==> config.mk <==
export PLATFORM = sky130hd
export DESIGN_NAME = e1fs_top
export DESIGN_NICKNAME = d
export VERILOG_FILES = /design/src/common/e1fs_pkg.sv /design/src/e1fs_debounce.sv /design/src/e1fs_top.sv
export SDC_FILE = /design/constraint.sdc
export NUM_CORES = 1
export LEC_CHECK = 0
export BUFFER_PORTS_ARGS = -buffer_cell sky130_fd_sc_hd__clkbuf_2
export CAP_MARGIN = 20
export CORE_ASPECT_RATIO = 1.4
export CORE_MARGIN = 10
export CORE_UTILIZATION = 53
export DETAILED_ROUTE_END_ITERATION = 7
export PLACE_DENSITY = 0.73
export SYNTH_ARGS = -nofsm -noshare
export SYNTH_HDL_FRONTEND = slang
export SYNTH_SLANG_ARGS = --single-unit
==> constraint.sdc <==
create_clock -name core_clk -period 3.4 [get_ports core_clk]
set_clock_uncertainty 0.2 [all_clocks]
set_input_delay 0.51 -clock core_clk [delete_from_list [all_inputs] [get_ports core_clk]]
set_output_delay 0.51 -clock core_clk [all_outputs]
set_load 0.1 [all_outputs]
==> src/common/e1fs_pkg.sv <==
// shared constants and types of the receive frame synchroniser
package e1fs_pkg;

  // ****************************************************************
  // register offsets
  // ****************************************************************
  localparam logic [3:0] E1FS_OFS_CTRL = 4'h0;
  localparam logic [3:0] E1FS_OFS_STATUS = 4'h1;
  localparam logic [3:0] E1FS_OFS_IND = 4'h2;
  localparam logic [3:0] E1FS_OFS_EN = 4'h3;
  localparam logic [3:0] E1FS_OFS_INTL = 4'h4;
  localparam logic [3:0] E1FS_OFS_NAT = 4'h5;
  localparam logic [3:0] E1FS_OFS_CRC = 4'h6;
  localparam logic [3:0] E1FS_OFS_EXTRA = 4'h7;
  localparam logic [3:0] E1FS_OFS_SA4 = 4'h8;
  localparam logic [3:0] E1FS_OFS_SA8 = 4'hC;

  // ****************************************************************
  // control field positions and reset value
  // ****************************************************************
  localparam int E1FS_CTL_UNFRAMED = 0;
  localparam int E1FS_CTL_CRC_EN = 1;
  localparam int E1FS_CTL_CAS_EN = 2;
  localparam int E1FS_CTL_CONT = 3;
  localparam int E1FS_CTL_REFRAME = 4;
  localparam int E1FS_CTL_DEB4 = 5;
  localparam int E1FS_CTL_SRST = 6;
  localparam logic [7:0] E1FS_CTRL_RST = 8'h00;
  localparam logic [7:0] E1FS_CTRL_MASK = 8'h3F;
  localparam logic [7:0] E1FS_EN_RST = 8'h00;

  // ****************************************************************
  // interrupt indication positions
  // ****************************************************************
  localparam int E1FS_IRQ_OOF = 0;
  localparam int E1FS_IRQ_OOCMF = 1;
  localparam int E1FS_IRQ_OOSMF = 2;
  localparam int E1FS_IRQ_CMFERR = 3;
  localparam int E1FS_IRQ_FRAME = 4;
  localparam int E1FS_IRQ_SMF = 5;
  localparam int E1FS_IRQ_MF = 6;
  localparam int E1FS_IRQ_CASMF = 7;

  // ****************************************************************
  // frame structure
  // ****************************************************************
  localparam logic [7:0] E1FS_TS0_END = 8'h07;
  localparam logic [7:0] E1FS_TS16_END = 8'h87;
  localparam logic [4:0] E1FS_TS16 = 5'h10;
  localparam logic [6:0] E1FS_FAS_WORD = 7'h1B;
  localparam logic [5:0] E1FS_CRC_MFAS = 6'h0B;
  localparam logic [3:0] E1FS_MF_SMF1_END = 4'h7;
  localparam logic [3:0] E1FS_MF_ALIGN = 4'hB;
  localparam logic [3:0] E1FS_MF_AFTER_ALIGN = 4'hC;
  localparam logic [3:0] E1FS_MF_E1 = 4'hD;
  localparam logic [3:0] E1FS_MF_LAST = 4'hF;
  localparam logic [1:0] E1FS_FAS_LOSS = 2'h2;
  localparam logic [8:0] E1FS_AIS_WIN_END = 9'h1FF;
  localparam logic [1:0] E1FS_AIS_ZEROS = 2'h3;
  localparam logic [6:0] E1FS_SPACE_MAX = 7'h7F;

  // ****************************************************************
  // timing
  // ****************************************************************
  localparam int unsigned E1FS_CLK_KHZ = 250000;
  localparam int unsigned E1FS_T_CRC8_MS = 8;
  localparam int unsigned E1FS_T_CRC400_MS = 400;
  localparam int unsigned E1FS_T_RED_MS = 100;
  localparam int unsigned E1FS_CRC8_CYC = E1FS_T_CRC8_MS * E1FS_CLK_KHZ;
  localparam int unsigned E1FS_CRC400_CYC = E1FS_T_CRC400_MS * E1FS_CLK_KHZ;
  localparam int unsigned E1FS_RED_CYC = E1FS_T_RED_MS * E1FS_CLK_KHZ;

  // ****************************************************************
  // basic frame search states
  // ****************************************************************
  typedef enum logic [2:0] {
    E1FS_HUNT = 3'b000,
    E1FS_CHK_NFAS = 3'b001,
    E1FS_SKIP = 3'b010,
    E1FS_CHK_FAS2 = 3'b011,
    E1FS_SYNC = 3'b100
  } e1fs_frm_t;

endpackage

==> src/e1fs_debounce.sv <==
// persistence filter for one received alarm bit
module e1fs_debounce
  import e1fs_pkg::*;
(
  input wire logic core_clk,
  input wire logic reset_n,
  input wire logic sample,
  input wire logic value,
  input wire logic need_four,
  output logic filtered
);

  typedef struct packed {
    logic last;
    logic [1:0] run;
    logic filt;
  } e1fs_deb_t;

  e1fs_deb_t q;
  e1fs_deb_t n;

  always_comb begin
    n = q;
    if (sample) begin
      n.last = value;
      if (value == q.last) begin
        n.run = (q.run == 2'h3) ? 2'h3 : 2'(q.run + 2'h1);
      end else begin
        n.run = 2'h0;
      end
      // run counts repeats after the first sample, so 0 means one occurrence
      if (!need_four || n.run == 2'h3) begin
        n.filt = value;
      end
    end
  end

  always_ff @(posedge core_clk or negedge reset_n) begin
    if (!reset_n) begin
      q <= '0;
    end else begin
      q <= n;
    end
  end

  assign filtered = q.filt;

endmodule

==> src/e1fs_top.sv <==
// receive frame synchroniser: basic, crc and signaling multiframe alignment
//
// Overview of operation
// A software reset restarts the basic frame search.
// Timeslot 16 bits are driven onto their own output pin.
// International, national and signaling frame-zero extra bits are held in registers.
// Each Sa4..Sa8 four-bit codeword is stored once per sub multiframe.
// Remote alarm from TS0 bit 3 of NFAS; multiframe alarm from TS16 bit 6.
// Both alarms are filtered over 1 or 4 equal consecutive samples.
// AIS is detected; red alarm after 100 ms of continuous out of frame.
// Interrupt output for status changes and frame-structure boundary events.
// Unframed mode passes data on and does no frame processing.
// Frame found by FAS, NFAS, FAS; step two fail skips a frame.
// Out-of-frame status goes to 0 when basic alignment is found.
// CRC multiframe is 16 frames from a FAS frame, two halves of eight.
// Si of even frames are CRC bits, four per half, first is MSB.
// Si of first six odd frames must carry 001011.
// Si of frames 13 and 15 are the two far end block error bits.
// With CRC search enabled, 8 ms and 400 ms timers start after alignment.
// CRC alignment needs two patterns within 8 ms spaced by multiples of 2 ms.
// Once CRC aligned, a wrong alignment pattern sets an error flag.
// Failing 8 ms starts an offline search, flagged, retried until 400 ms.
// 400 ms expiry while framed flags interworking; search goes on if continue set.
// Signaling multiframe search starts after alignment only when enabled.
// TS16 nibble 0000 after a nonzero nibble marks signaling frame zero.
// Frame-zero TS16 reads 0000XYXX: Y remote alarm, X extra bits.
// FAS is 0011011 in bits 2..8; NFAS needs bit 2 at 1.
// A 0-to-1 write on the manual reframe bit restarts basic search.
// Indication bits set on change or event, cleared by writing 1, gated by enable.
//
// Local design decisions: the register addresses and the strobed register port.
module e1fs_top
  import e1fs_pkg::*;
#(
  parameter int unsigned CRC8_CYCLES = E1FS_CRC8_CYC,
  parameter int unsigned CRC400_CYCLES = E1FS_CRC400_CYC,
  parameter int unsigned RED_CYCLES = E1FS_RED_CYC
) (
  input wire logic core_clk,
  input wire logic reset_n,
  input wire logic rx_line_data,
  input wire logic rx_line_clk,
  input wire logic [3:0] reg_addr,
  input wire logic [7:0] reg_wdata,
  input wire logic reg_wr,
  input wire logic reg_rd,
  output logic [7:0] reg_rdata,
  output logic irq,
  output logic ts16_data,
  output logic ts16_valid,
  output logic bypass_data,
  output logic bypass_valid
);

  // ****************************************************************
  // state
  // ****************************************************************
  typedef struct packed {
    logic [1:0] data_sync;
    logic [1:0] clk_sync;
    logic clk_prev;
    logic [7:0] sh;
    logic [7:0] cnt;
    e1fs_frm_t frm;
    logic fas_exp;
    logic [1:0] fas_err;
    logic [5:0] si6;
    logic [6:0] fr_since;
    logic have_prev;
    logic crc_al;
    logic [3:0] mf_num;
    logic [31:0] t8;
    logic [31:0] t400;
    logic offline;
    logic iw;
    logic [3:0] crc_sh;
    logic [3:0] crc_bits;
    logic [19:0] sa_sh;
    logic [19:0] sa_cw;
    logic e_bit1;
    logic e_bit2;
    logic cas_al;
    logic [3:0] cas_num;
    logic [3:0] prev_nib;
    logic [2:0] extra;
    logic si_fas;
    logic si_nfas;
    logic a_bit;
    logic [4:0] sa_bits;
    logic [8:0] ais_cnt;
    logic [1:0] zeros;
    logic ais;
    logic [31:0] red_cnt;
    logic red;
    logic [7:0] ctrl;
    logic [7:0] ind;
    logic [7:0] en;
    logic [7:0] rd_data;
    logic irq;
    logic ts16_data;
    logic ts16_valid;
    logic byp_data;
    logic byp_valid;
  } e1fs_state_t;

  e1fs_state_t q;
  e1fs_state_t n;

  logic rai_filt;
  logic rmf_filt;
  logic rai_smp;
  logic rai_val;
  logic rmf_smp;
  logic rmf_val;
  logic rising;
  logic rx_bit;
  logic [7:0] nsh;
  logic [7:0] ev;
  logic [7:0] clr;
  logic reframe;
  logic crc_search;
  logic [6:0] fs_inc;
  logic [1:0] zn;
  logic [7:0] rd_val;

  // ****************************************************************
  // alarm persistence filters
  // ****************************************************************
  // filtered remote alarm
  e1fs_debounce u_rai_deb (
    .core_clk(core_clk),
    .reset_n(reset_n),
    .sample(rai_smp),
    .value(rai_val),
    .need_four(q.ctrl[E1FS_CTL_DEB4]),
    .filtered(rai_filt)
  );

  // filtered multiframe alarm
  e1fs_debounce u_rmf_deb (
    .core_clk(core_clk),
    .reset_n(reset_n),
    .sample(rmf_smp),
    .value(rmf_val),
    .need_four(q.ctrl[E1FS_CTL_DEB4]),
    .filtered(rmf_filt)
  );

  // ****************************************************************
  // register read mux
  // ****************************************************************
  always_comb begin
    rd_val = 8'h00;
    case (reg_addr)
      E1FS_OFS_CTRL: rd_val = q.ctrl;
      E1FS_OFS_STATUS: rd_val = {rai_filt, q.red, q.ais, q.iw, q.offline, ~q.cas_al,
                                 ~q.crc_al, q.frm != E1FS_SYNC};
      E1FS_OFS_IND: rd_val = q.ind;
      E1FS_OFS_EN: rd_val = q.en;
      E1FS_OFS_INTL: rd_val = {5'h00, q.a_bit, q.si_nfas, q.si_fas};
      E1FS_OFS_NAT: rd_val = {3'h0, q.sa_bits};
      E1FS_OFS_CRC: rd_val = {1'b0, rmf_filt, q.e_bit2, q.e_bit1, q.crc_bits};
      E1FS_OFS_EXTRA: rd_val = {5'h00, q.extra};
      default: begin
        if (reg_addr >= E1FS_OFS_SA4 && reg_addr <= E1FS_OFS_SA8) begin
          rd_val = {4'h0, q.sa_cw[19 - 4 * (reg_addr - E1FS_OFS_SA4) -: 4]};
        end
      end
    endcase
  end

  // ****************************************************************
  // next state
  // ****************************************************************
  always_comb begin
    n = q;
    ev = 8'h00;
    clr = 8'h00;
    reframe = 1'b0;
    rai_smp = 1'b0;
    rai_val = 1'b0;
    rmf_smp = 1'b0;
    rmf_val = 1'b0;
    rising = q.clk_sync[1] & ~q.clk_prev;
    rx_bit = q.data_sync[1];
    nsh = {q.sh[6:0], rx_bit};
    fs_inc = (q.fr_since == E1FS_SPACE_MAX) ? q.fr_since : 7'(q.fr_since + 7'h01);
    zn = (rx_bit || q.zeros == E1FS_AIS_ZEROS) ? q.zeros : 2'(q.zeros + 2'h1);
    // once interworking is declared, searching goes on only with continue set
    crc_search = q.frm == E1FS_SYNC && q.ctrl[E1FS_CTL_CRC_EN] && !q.crc_al
                 && !(q.iw && !q.ctrl[E1FS_CTL_CONT]);

    n.data_sync = {q.data_sync[0], rx_line_data};
    n.clk_sync = {q.clk_sync[0], rx_line_clk};
    n.clk_prev = q.clk_sync[1];
    n.ts16_valid = 1'b0;
    n.byp_valid = 1'b0;
    n.rd_data = reg_rd ? rd_val : 8'h00;

    if (reg_wr) begin
      case (reg_addr)
        E1FS_OFS_CTRL: begin
          n.ctrl = reg_wdata & E1FS_CTRL_MASK;
          // reframe on a rising edge; software reset pulse
          reframe = (reg_wdata[E1FS_CTL_REFRAME] & ~q.ctrl[E1FS_CTL_REFRAME])
                    | reg_wdata[E1FS_CTL_SRST];
        end
        E1FS_OFS_IND: clr = reg_wdata;
        E1FS_OFS_EN: n.en = reg_wdata;
        default: ;
      endcase
    end

    if (rising) begin
      n.sh = nsh;
      n.cnt = 8'(q.cnt + 8'h01);
      // raw data always leaves on the bypass pin
      n.byp_data = rx_bit;
      n.byp_valid = 1'b1;

      // ais: fewer than three zeros in two frames of bits
      n.ais_cnt = 9'(q.ais_cnt + 9'h001);
      n.zeros = zn;
      if (q.ais_cnt == E1FS_AIS_WIN_END) begin
        n.ais = zn != E1FS_AIS_ZEROS;
        n.zeros = 2'h0;
      end

      case (q.frm)
        E1FS_HUNT: begin
          // alignment word seen at any bit position
          if (nsh[6:0] == E1FS_FAS_WORD) begin
            n.cnt = E1FS_TS0_END + 8'h01;
            n.frm = E1FS_CHK_NFAS;
          end
        end
        E1FS_CHK_NFAS: begin
          // step two fail skips a frame
          if (q.cnt == E1FS_TS0_END) begin
            n.frm = nsh[6] ? E1FS_CHK_FAS2 : E1FS_SKIP;
          end
        end
        E1FS_SKIP: begin
          if (q.cnt == E1FS_TS0_END) begin
            n.frm = E1FS_HUNT;
          end
        end
        E1FS_CHK_FAS2: begin
          // step three fail hunts again at once
          if (q.cnt == E1FS_TS0_END) begin
            n.frm = (nsh[6:0] == E1FS_FAS_WORD) ? E1FS_SYNC : E1FS_HUNT;
            n.fas_exp = 1'b0;
            n.fas_err = 2'h0;
          end
        end
        E1FS_SYNC: begin
          // timeslot 16 stream out
          if (q.cnt[7:3] == E1FS_TS16) begin
            n.ts16_data = rx_bit;
            n.ts16_valid = 1'b1;
          end
          if (q.cnt == E1FS_TS0_END) begin
            n.fas_exp = ~q.fas_exp;
            n.fr_since = fs_inc;
            ev[E1FS_IRQ_FRAME] = 1'b1;
            if (q.crc_al) begin
              n.mf_num = 4'(q.mf_num + 4'h1);
            end
            if (q.fas_exp) begin
              // three bad alignment words in a row drop the frame
              if (nsh[6:0] != E1FS_FAS_WORD) begin
                n.fas_err = 2'(q.fas_err + 2'h1);
                if (q.fas_err == E1FS_FAS_LOSS) begin
                  n.frm = E1FS_HUNT;
                end
              end else begin
                n.fas_err = 2'h0;
              end
              // Si of the alignment frame
              n.si_fas = nsh[7];
              // CRC bit, first one ends up most significant
              n.crc_sh = {q.crc_sh[2:0], nsh[7]};
            end else begin
              // international, alarm and national bits
              n.si_nfas = nsh[7];
              n.a_bit = nsh[5];
              n.sa_bits = nsh[4:0];
              rai_smp = 1'b1;
              rai_val = nsh[5];
              n.si6 = {q.si6[4:0], nsh[7]};
              // one bit into each national codeword
              for (int k = 0; k < 5; k++) begin
                n.sa_sh[19 - 4 * k -: 4] = {q.sa_sh[18 - 4 * k -: 3], nsh[4 - k]};
              end
              if (q.crc_al) begin
                // halves end at frames 7 and 15
                if (q.mf_num == E1FS_MF_SMF1_END || q.mf_num == E1FS_MF_LAST) begin
                  n.crc_bits = q.crc_sh;
                  n.sa_cw = n.sa_sh;
                  ev[E1FS_IRQ_SMF] = 1'b1;
                end
                ev[E1FS_IRQ_MF] = q.mf_num == E1FS_MF_LAST;
                // wrong alignment sequence
                if (q.mf_num == E1FS_MF_ALIGN && n.si6 != E1FS_CRC_MFAS) begin
                  ev[E1FS_IRQ_CMFERR] = 1'b1;
                end
                // far end block error bits
                if (q.mf_num == E1FS_MF_E1) begin
                  n.e_bit1 = nsh[7];
                end
                if (q.mf_num == E1FS_MF_LAST) begin
                  n.e_bit2 = nsh[7];
                end
              end else if (crc_search && n.si6 == E1FS_CRC_MFAS) begin
                // second pattern a whole number of multiframes later
                n.fr_since = 7'h00;
                n.have_prev = 1'b1;
                if (q.have_prev && fs_inc[3:0] == 4'h0) begin
                  n.crc_al = 1'b1;
                  n.mf_num = E1FS_MF_AFTER_ALIGN;
                end
              end
            end
          end
          // signaling multiframe at end of timeslot 16
          if (q.cnt == E1FS_TS16_END && q.ctrl[E1FS_CTL_CAS_EN]) begin
            n.prev_nib = nsh[7:4];
            n.cas_num = 4'(q.cas_num + 4'h1);
            if (!q.cas_al) begin
              if (nsh[7:4] == 4'h0 && q.prev_nib != 4'h0) begin
                n.cas_al = 1'b1;
                n.cas_num = 4'h0;
              end
            end else if (n.cas_num == 4'h0 && nsh[7:4] != 4'h0) begin
              n.cas_al = 1'b0;
            end
            if (n.cas_al && n.cas_num == 4'h0) begin
              n.extra = {nsh[3], nsh[1], nsh[0]};
              rmf_smp = 1'b1;
              rmf_val = nsh[2];
              ev[E1FS_IRQ_CASMF] = 1'b1;
            end
          end
        end
        default: n.frm = E1FS_HUNT;
      endcase
    end

    // multiframe timers count core clocks while searching
    if (crc_search) begin
      n.t400 = (q.t400 == CRC400_CYCLES) ? q.t400 : q.t400 + 32'h1;
      if (q.t400 == CRC400_CYCLES - 32'h1) begin
        n.iw = 1'b1;
      end
      n.t8 = q.t8 + 32'h1;
      if (q.t8 == CRC8_CYCLES - 32'h1) begin
        // window lost: offline search flagged, a fresh 8 ms check begins
        n.t8 = 32'h0;
        n.offline = 1'b1;
        n.have_prev = 1'b0;
      end
    end
    if (n.crc_al) begin
      n.offline = 1'b0;
      n.t8 = 32'h0;
    end

    // red alarm after continuous out of frame
    if (q.frm != E1FS_SYNC) begin
      n.red_cnt = q.red ? q.red_cnt : q.red_cnt + 32'h1;
      if (q.red_cnt == RED_CYCLES - 32'h1) begin
        n.red = 1'b1;
      end
    end else begin
      n.red_cnt = 32'h0;
      n.red = 1'b0;
    end

    // reframe or unframed mode restart the search
    if (reframe || n.ctrl[E1FS_CTL_UNFRAMED]) begin
      n.frm = E1FS_HUNT;
      n.ts16_valid = 1'b0;
    end
    // losing the frame drops every higher alignment
    if (n.frm != E1FS_SYNC) begin
      n.crc_al = 1'b0;
      n.cas_al = 1'b0;
      n.have_prev = 1'b0;
      n.offline = 1'b0;
      n.iw = 1'b0;
      n.t8 = 32'h0;
      n.t400 = 32'h0;
    end
    if (!n.ctrl[E1FS_CTL_CAS_EN]) begin
      n.cas_al = 1'b0;
    end
    if (!n.ctrl[E1FS_CTL_CRC_EN]) begin
      n.crc_al = 1'b0;
    end

    // status changes raise indications
    ev[E1FS_IRQ_OOF] = (n.frm == E1FS_SYNC) != (q.frm == E1FS_SYNC);
    ev[E1FS_IRQ_OOCMF] = n.crc_al != q.crc_al;
    ev[E1FS_IRQ_OOSMF] = n.cas_al != q.cas_al;
    // a new event wins over a clear in the same cycle
    n.ind = (q.ind & ~clr) | ev;
    // interrupt output gated by enables
    n.irq = |(n.ind & n.en);
  end

  // ****************************************************************
  // state register
  // ****************************************************************
  always_ff @(posedge core_clk or negedge reset_n) begin
    if (!reset_n) begin
      q <= '0;
      q.frm <= E1FS_HUNT;
      q.ctrl <= E1FS_CTRL_RST;
      q.en <= E1FS_EN_RST;
    end else begin
      q <= n;
    end
  end

  assign reg_rdata = q.rd_data;
  assign irq = q.irq;
  assign ts16_data = q.ts16_data;
  assign ts16_valid = q.ts16_valid;
  assign bypass_data = q.byp_data;
  assign bypass_valid = q.byp_valid;

endmodule

==> impl_metrics.yaml <==
placed_design:
  io_buffers: 30
  dp_cells: 1619
  hpwl_mm: 20.04
  place_congestion: 0.9108
  place_ws_ns: 0.05103
logic_synthesis:
  synth_area_leaders: "dfrtp_1, nand2_1, mux2_2"
  synth_top_area_share_pct: 50.23
  syn_inst: 1300
  async_flop_share_pct: 100.0
  synth-main-ff-cell: "dfrtp_1"
  yosysWarnings: 0
  synth.avg_cell_area_sq_um: 9.772
  ys_types: 77
  synth_nets: 1336
  ys_seq_area_share_pct: 50.23
  yosysTopAreaCell: "dfrtp_1"
  syn_area_sq_um: 12700
  ys_ff_latch: 255
  synth_enable_flop_cells: 0
flow_run:
  maxCapViolations: 0
floorplanning:
  core_sq_um: 23810
  rows: 67
  dieArea_sq_um: 30650
  io_pins: 31
  initial_utilization_pct: 53.36
  fp.dieW_um: 150.8
  die_h_um: 203.2
sta:
  slew_viol_final: 0
  fin_crit_sh_pct: 94.17
  slew_headroom_pct: 52.49
  fin_ws_ns: 0.1983
  period_needed_ns: 3.202
  max_freq_ghz: 0.3123
  rsz0062_at_grt: "no"
  setup_viol: 0
  tightest_slew_ns: 0.7061
  setup-tns-final_ns: 0
  hold_viol: 0
layout:
  multi_input_area_sq_um: 5899
  syn_to_final_growth_pct: 12.27
  ff_latch_area_sq_um: 6381
  fin_cells: 1669
  nNetsFinal: 1376
  drive_gt1_share_pct: 14.43
  fill_cells: 2048
setup_path:
  cp_data_required_time_ns: 3.59
  rr_worst_depth: 7
  crit_type: "reg -> reg"
  regToRegSetupSlack_ns: 0.20
  arrival_ns: 3.40
  cp-start-kind: "register"
  critPathCaptureType: "register"
  reg2reg_to: "q[202]"
  critPathMaxFanout: 22
  timing.rr.start: "q[246]"
route:
  drt-met1-wl_mm: 12.04
  dr_wl_met2_mm: 14.32
  drcViolationCount: 0
  ant_nets: 0
  wl_per_cell_um: 17.11
  dr_wl_met3_mm: 1.288
  first_pass_iters: 6
  top_layer_used: "met5"
  drtIter0Drc: 689
  wl_mm: 28.56
  vias: 9751
  vias_per_cell: 5.842
pwr:
  p_per_area_nw_per_um2: 484.5
  vdd_drop_max_v: 0.0003598
  total_leakage_power_nw: 6.369
min_path:
  hp-class: "in -> reg"
  holdPathEnd: "q[20]"
  worst_hold_startpoint: "reg_wdata[7]"
  min_delay_path_depth: 2
clocking:
  cts_setup_buffers: 0
  cts_tree: "done"
  cts_made_buffers: 25
  clockBufferDepth: 3
  clock_sinks: 255
  path_clk_slew_ns: 0.07
  cts_root_buf: "clkbuf_16"
  htreeDepth: 1
  clk_latency_ns: 0.53
global_route:
  grt_pass1_vias: 9958
  grt_max_degree: 82
  overflow: 0
  grt_pass1_wl_mm: 49.09
  track_usage_pct: 19.06
  antenna_found_initial: 5
outcome:
  status: "finished clean"
worst max-delay path, cell delays in order (launching register included):
cell	delay, ns
dfrtp_1	0.43
or4_1	0.69
nor4_4	0.40
nand2b_2	0.13
a2111oi_4	0.46
or3_1	0.33
or2_4	0.33
nor2_1	0.08
cell usage after synthesis, types with 6 or more instances:
cell        n
or4_1       8
nor2_1    133
dfrtp_1   255
buf_4       8
a222oi_1    7
a22oi_1     6
o31ai_1     7
and2_1      7
nand3_1    59
o21ai_0    60
or3_1      14
nand2_1   187
and4_1      7
nand2b_1   14
mux2_2     51
mux2i_1     7
nand4_1    37
ha_1       18
a31oi_1    14
o211ai_1    7
a21oi_1    43
xor2_1     63
inv_1      30
nor4b_1     6
nor3_1     29
nor4_1     18
nor2b_1     7
clkbuf_1   48
and3_1     23
xnor2_1    27
metal layers:
layer / global-route usage, % / vias up
met4: 6.582 / 8
met3: 3.482 / 65
li1: - / 4676
met5: 0 / -
met2: 32.53 / 174
met1: 23.64 / 4828
sequential cells by signal (all words and copies together) (netlist names):
signal and flops:
bypass_valid 1, irq 1, n 3, nsh 8, q 224, reg_rdata 8
ts16_data 1, ts16_valid 1, u_rai_deb.filtered 1, u_rai_deb.q 3, u_rmf_deb.filtered 1, u_rmf_deb.q 3
metrics by stage:
step	instance area [sq um]	util (%)	hold slack (ns)	power, W
5_1_grt	14260	59.90	0.06085	0.007175
3_5_place_dp	13350	56.08	0.1358	0.004056
4_1_cts	14240	59.83	0.04968	0.006965
2_1_floorplan	12700	-	0.01441	0.003787
6_report	14260	59.91	0.05569	0.006910
3_3_place_gp	13350	56.08	0.1368	0.004037
worst max-delay path by stage:
stage / end / slack (ns) / start
final: q[202] / 0.20 / q[246]
after global routing: q[217] / 0.05 / q[246]
after floorplan: irq / 0.09 / nsh[1]
after global placement: q[197] / 0.16 / reg_addr[0]
after detailed placement: q[208] / 0.05 / reg_addr[0]
after CTS: q[208] / 0.16 / q[246]
power breakdown:
| part | total, W | switching (W) | internal [W] | leakage, nW |
|---|---|---|---|---|
| Sequential | 0.00336 | 0.000176 | 0.00318 | 3.47 |
| Combinational | 0.000649 | 0.000409 | 0.000240 | 2.47 |
| Clock | 0.00290 | 0.00116 | 0.00174 | 0.429 |
logic make-up after synthesis:
group                      after synthesis  share of synthesized area, %
DFF                                    255                         50.23
and+or+nand+nor                        581                         22.44
muxes                                   62                         5.782
buffers and inverters                   99                         3.496
xor gates and xnor gates                90                         6.205
AOI/OAI and AO/OA                      195                         10.08
adders and majority gates               18                         1.773
area by class of cell:
| cell class | instances | share of cell area [%] |
|---|---|---|
| diodes | 1 | 0.01755 |
| clock buffers | 32 | 4.851 |
| clock inverters | 13 | 1.202 |
| inverters | 30 | 0.7895 |
| multi-input cells | 946 | 41.36 |
| flip-flops and latches | 255 | 44.74 |
| well taps | 310 | 2.720 |
| repair buffers | 82 | 4.316 |
layout by cell type (no fill, tap or decap), types with 8 or more instances in the layout:
cell       instances
a31oi_1           14
a21oi_1           42
buf_4             44
ha_1              18
dfrtp_1          255
nand4_1           37
or4_1              8
nand2b_1          14
nor4_1            18
nand2_1          187
clkbuf_2          29
o21ai_0           60
nor3_1            29
nand3_1           59
and3_1            23
or3_1             14
nor2_1           133
mux2_2            51
clkbuf_16         25
inv_1             30
xnor2_1           27
xor2_1            63
timing repair:
action,4_1_cts,5_1_grt
hold buffers,3,0
hold endpoints to repair,72,0
gates resized for setup,0,0
Power figures use the tool's default switching activity.
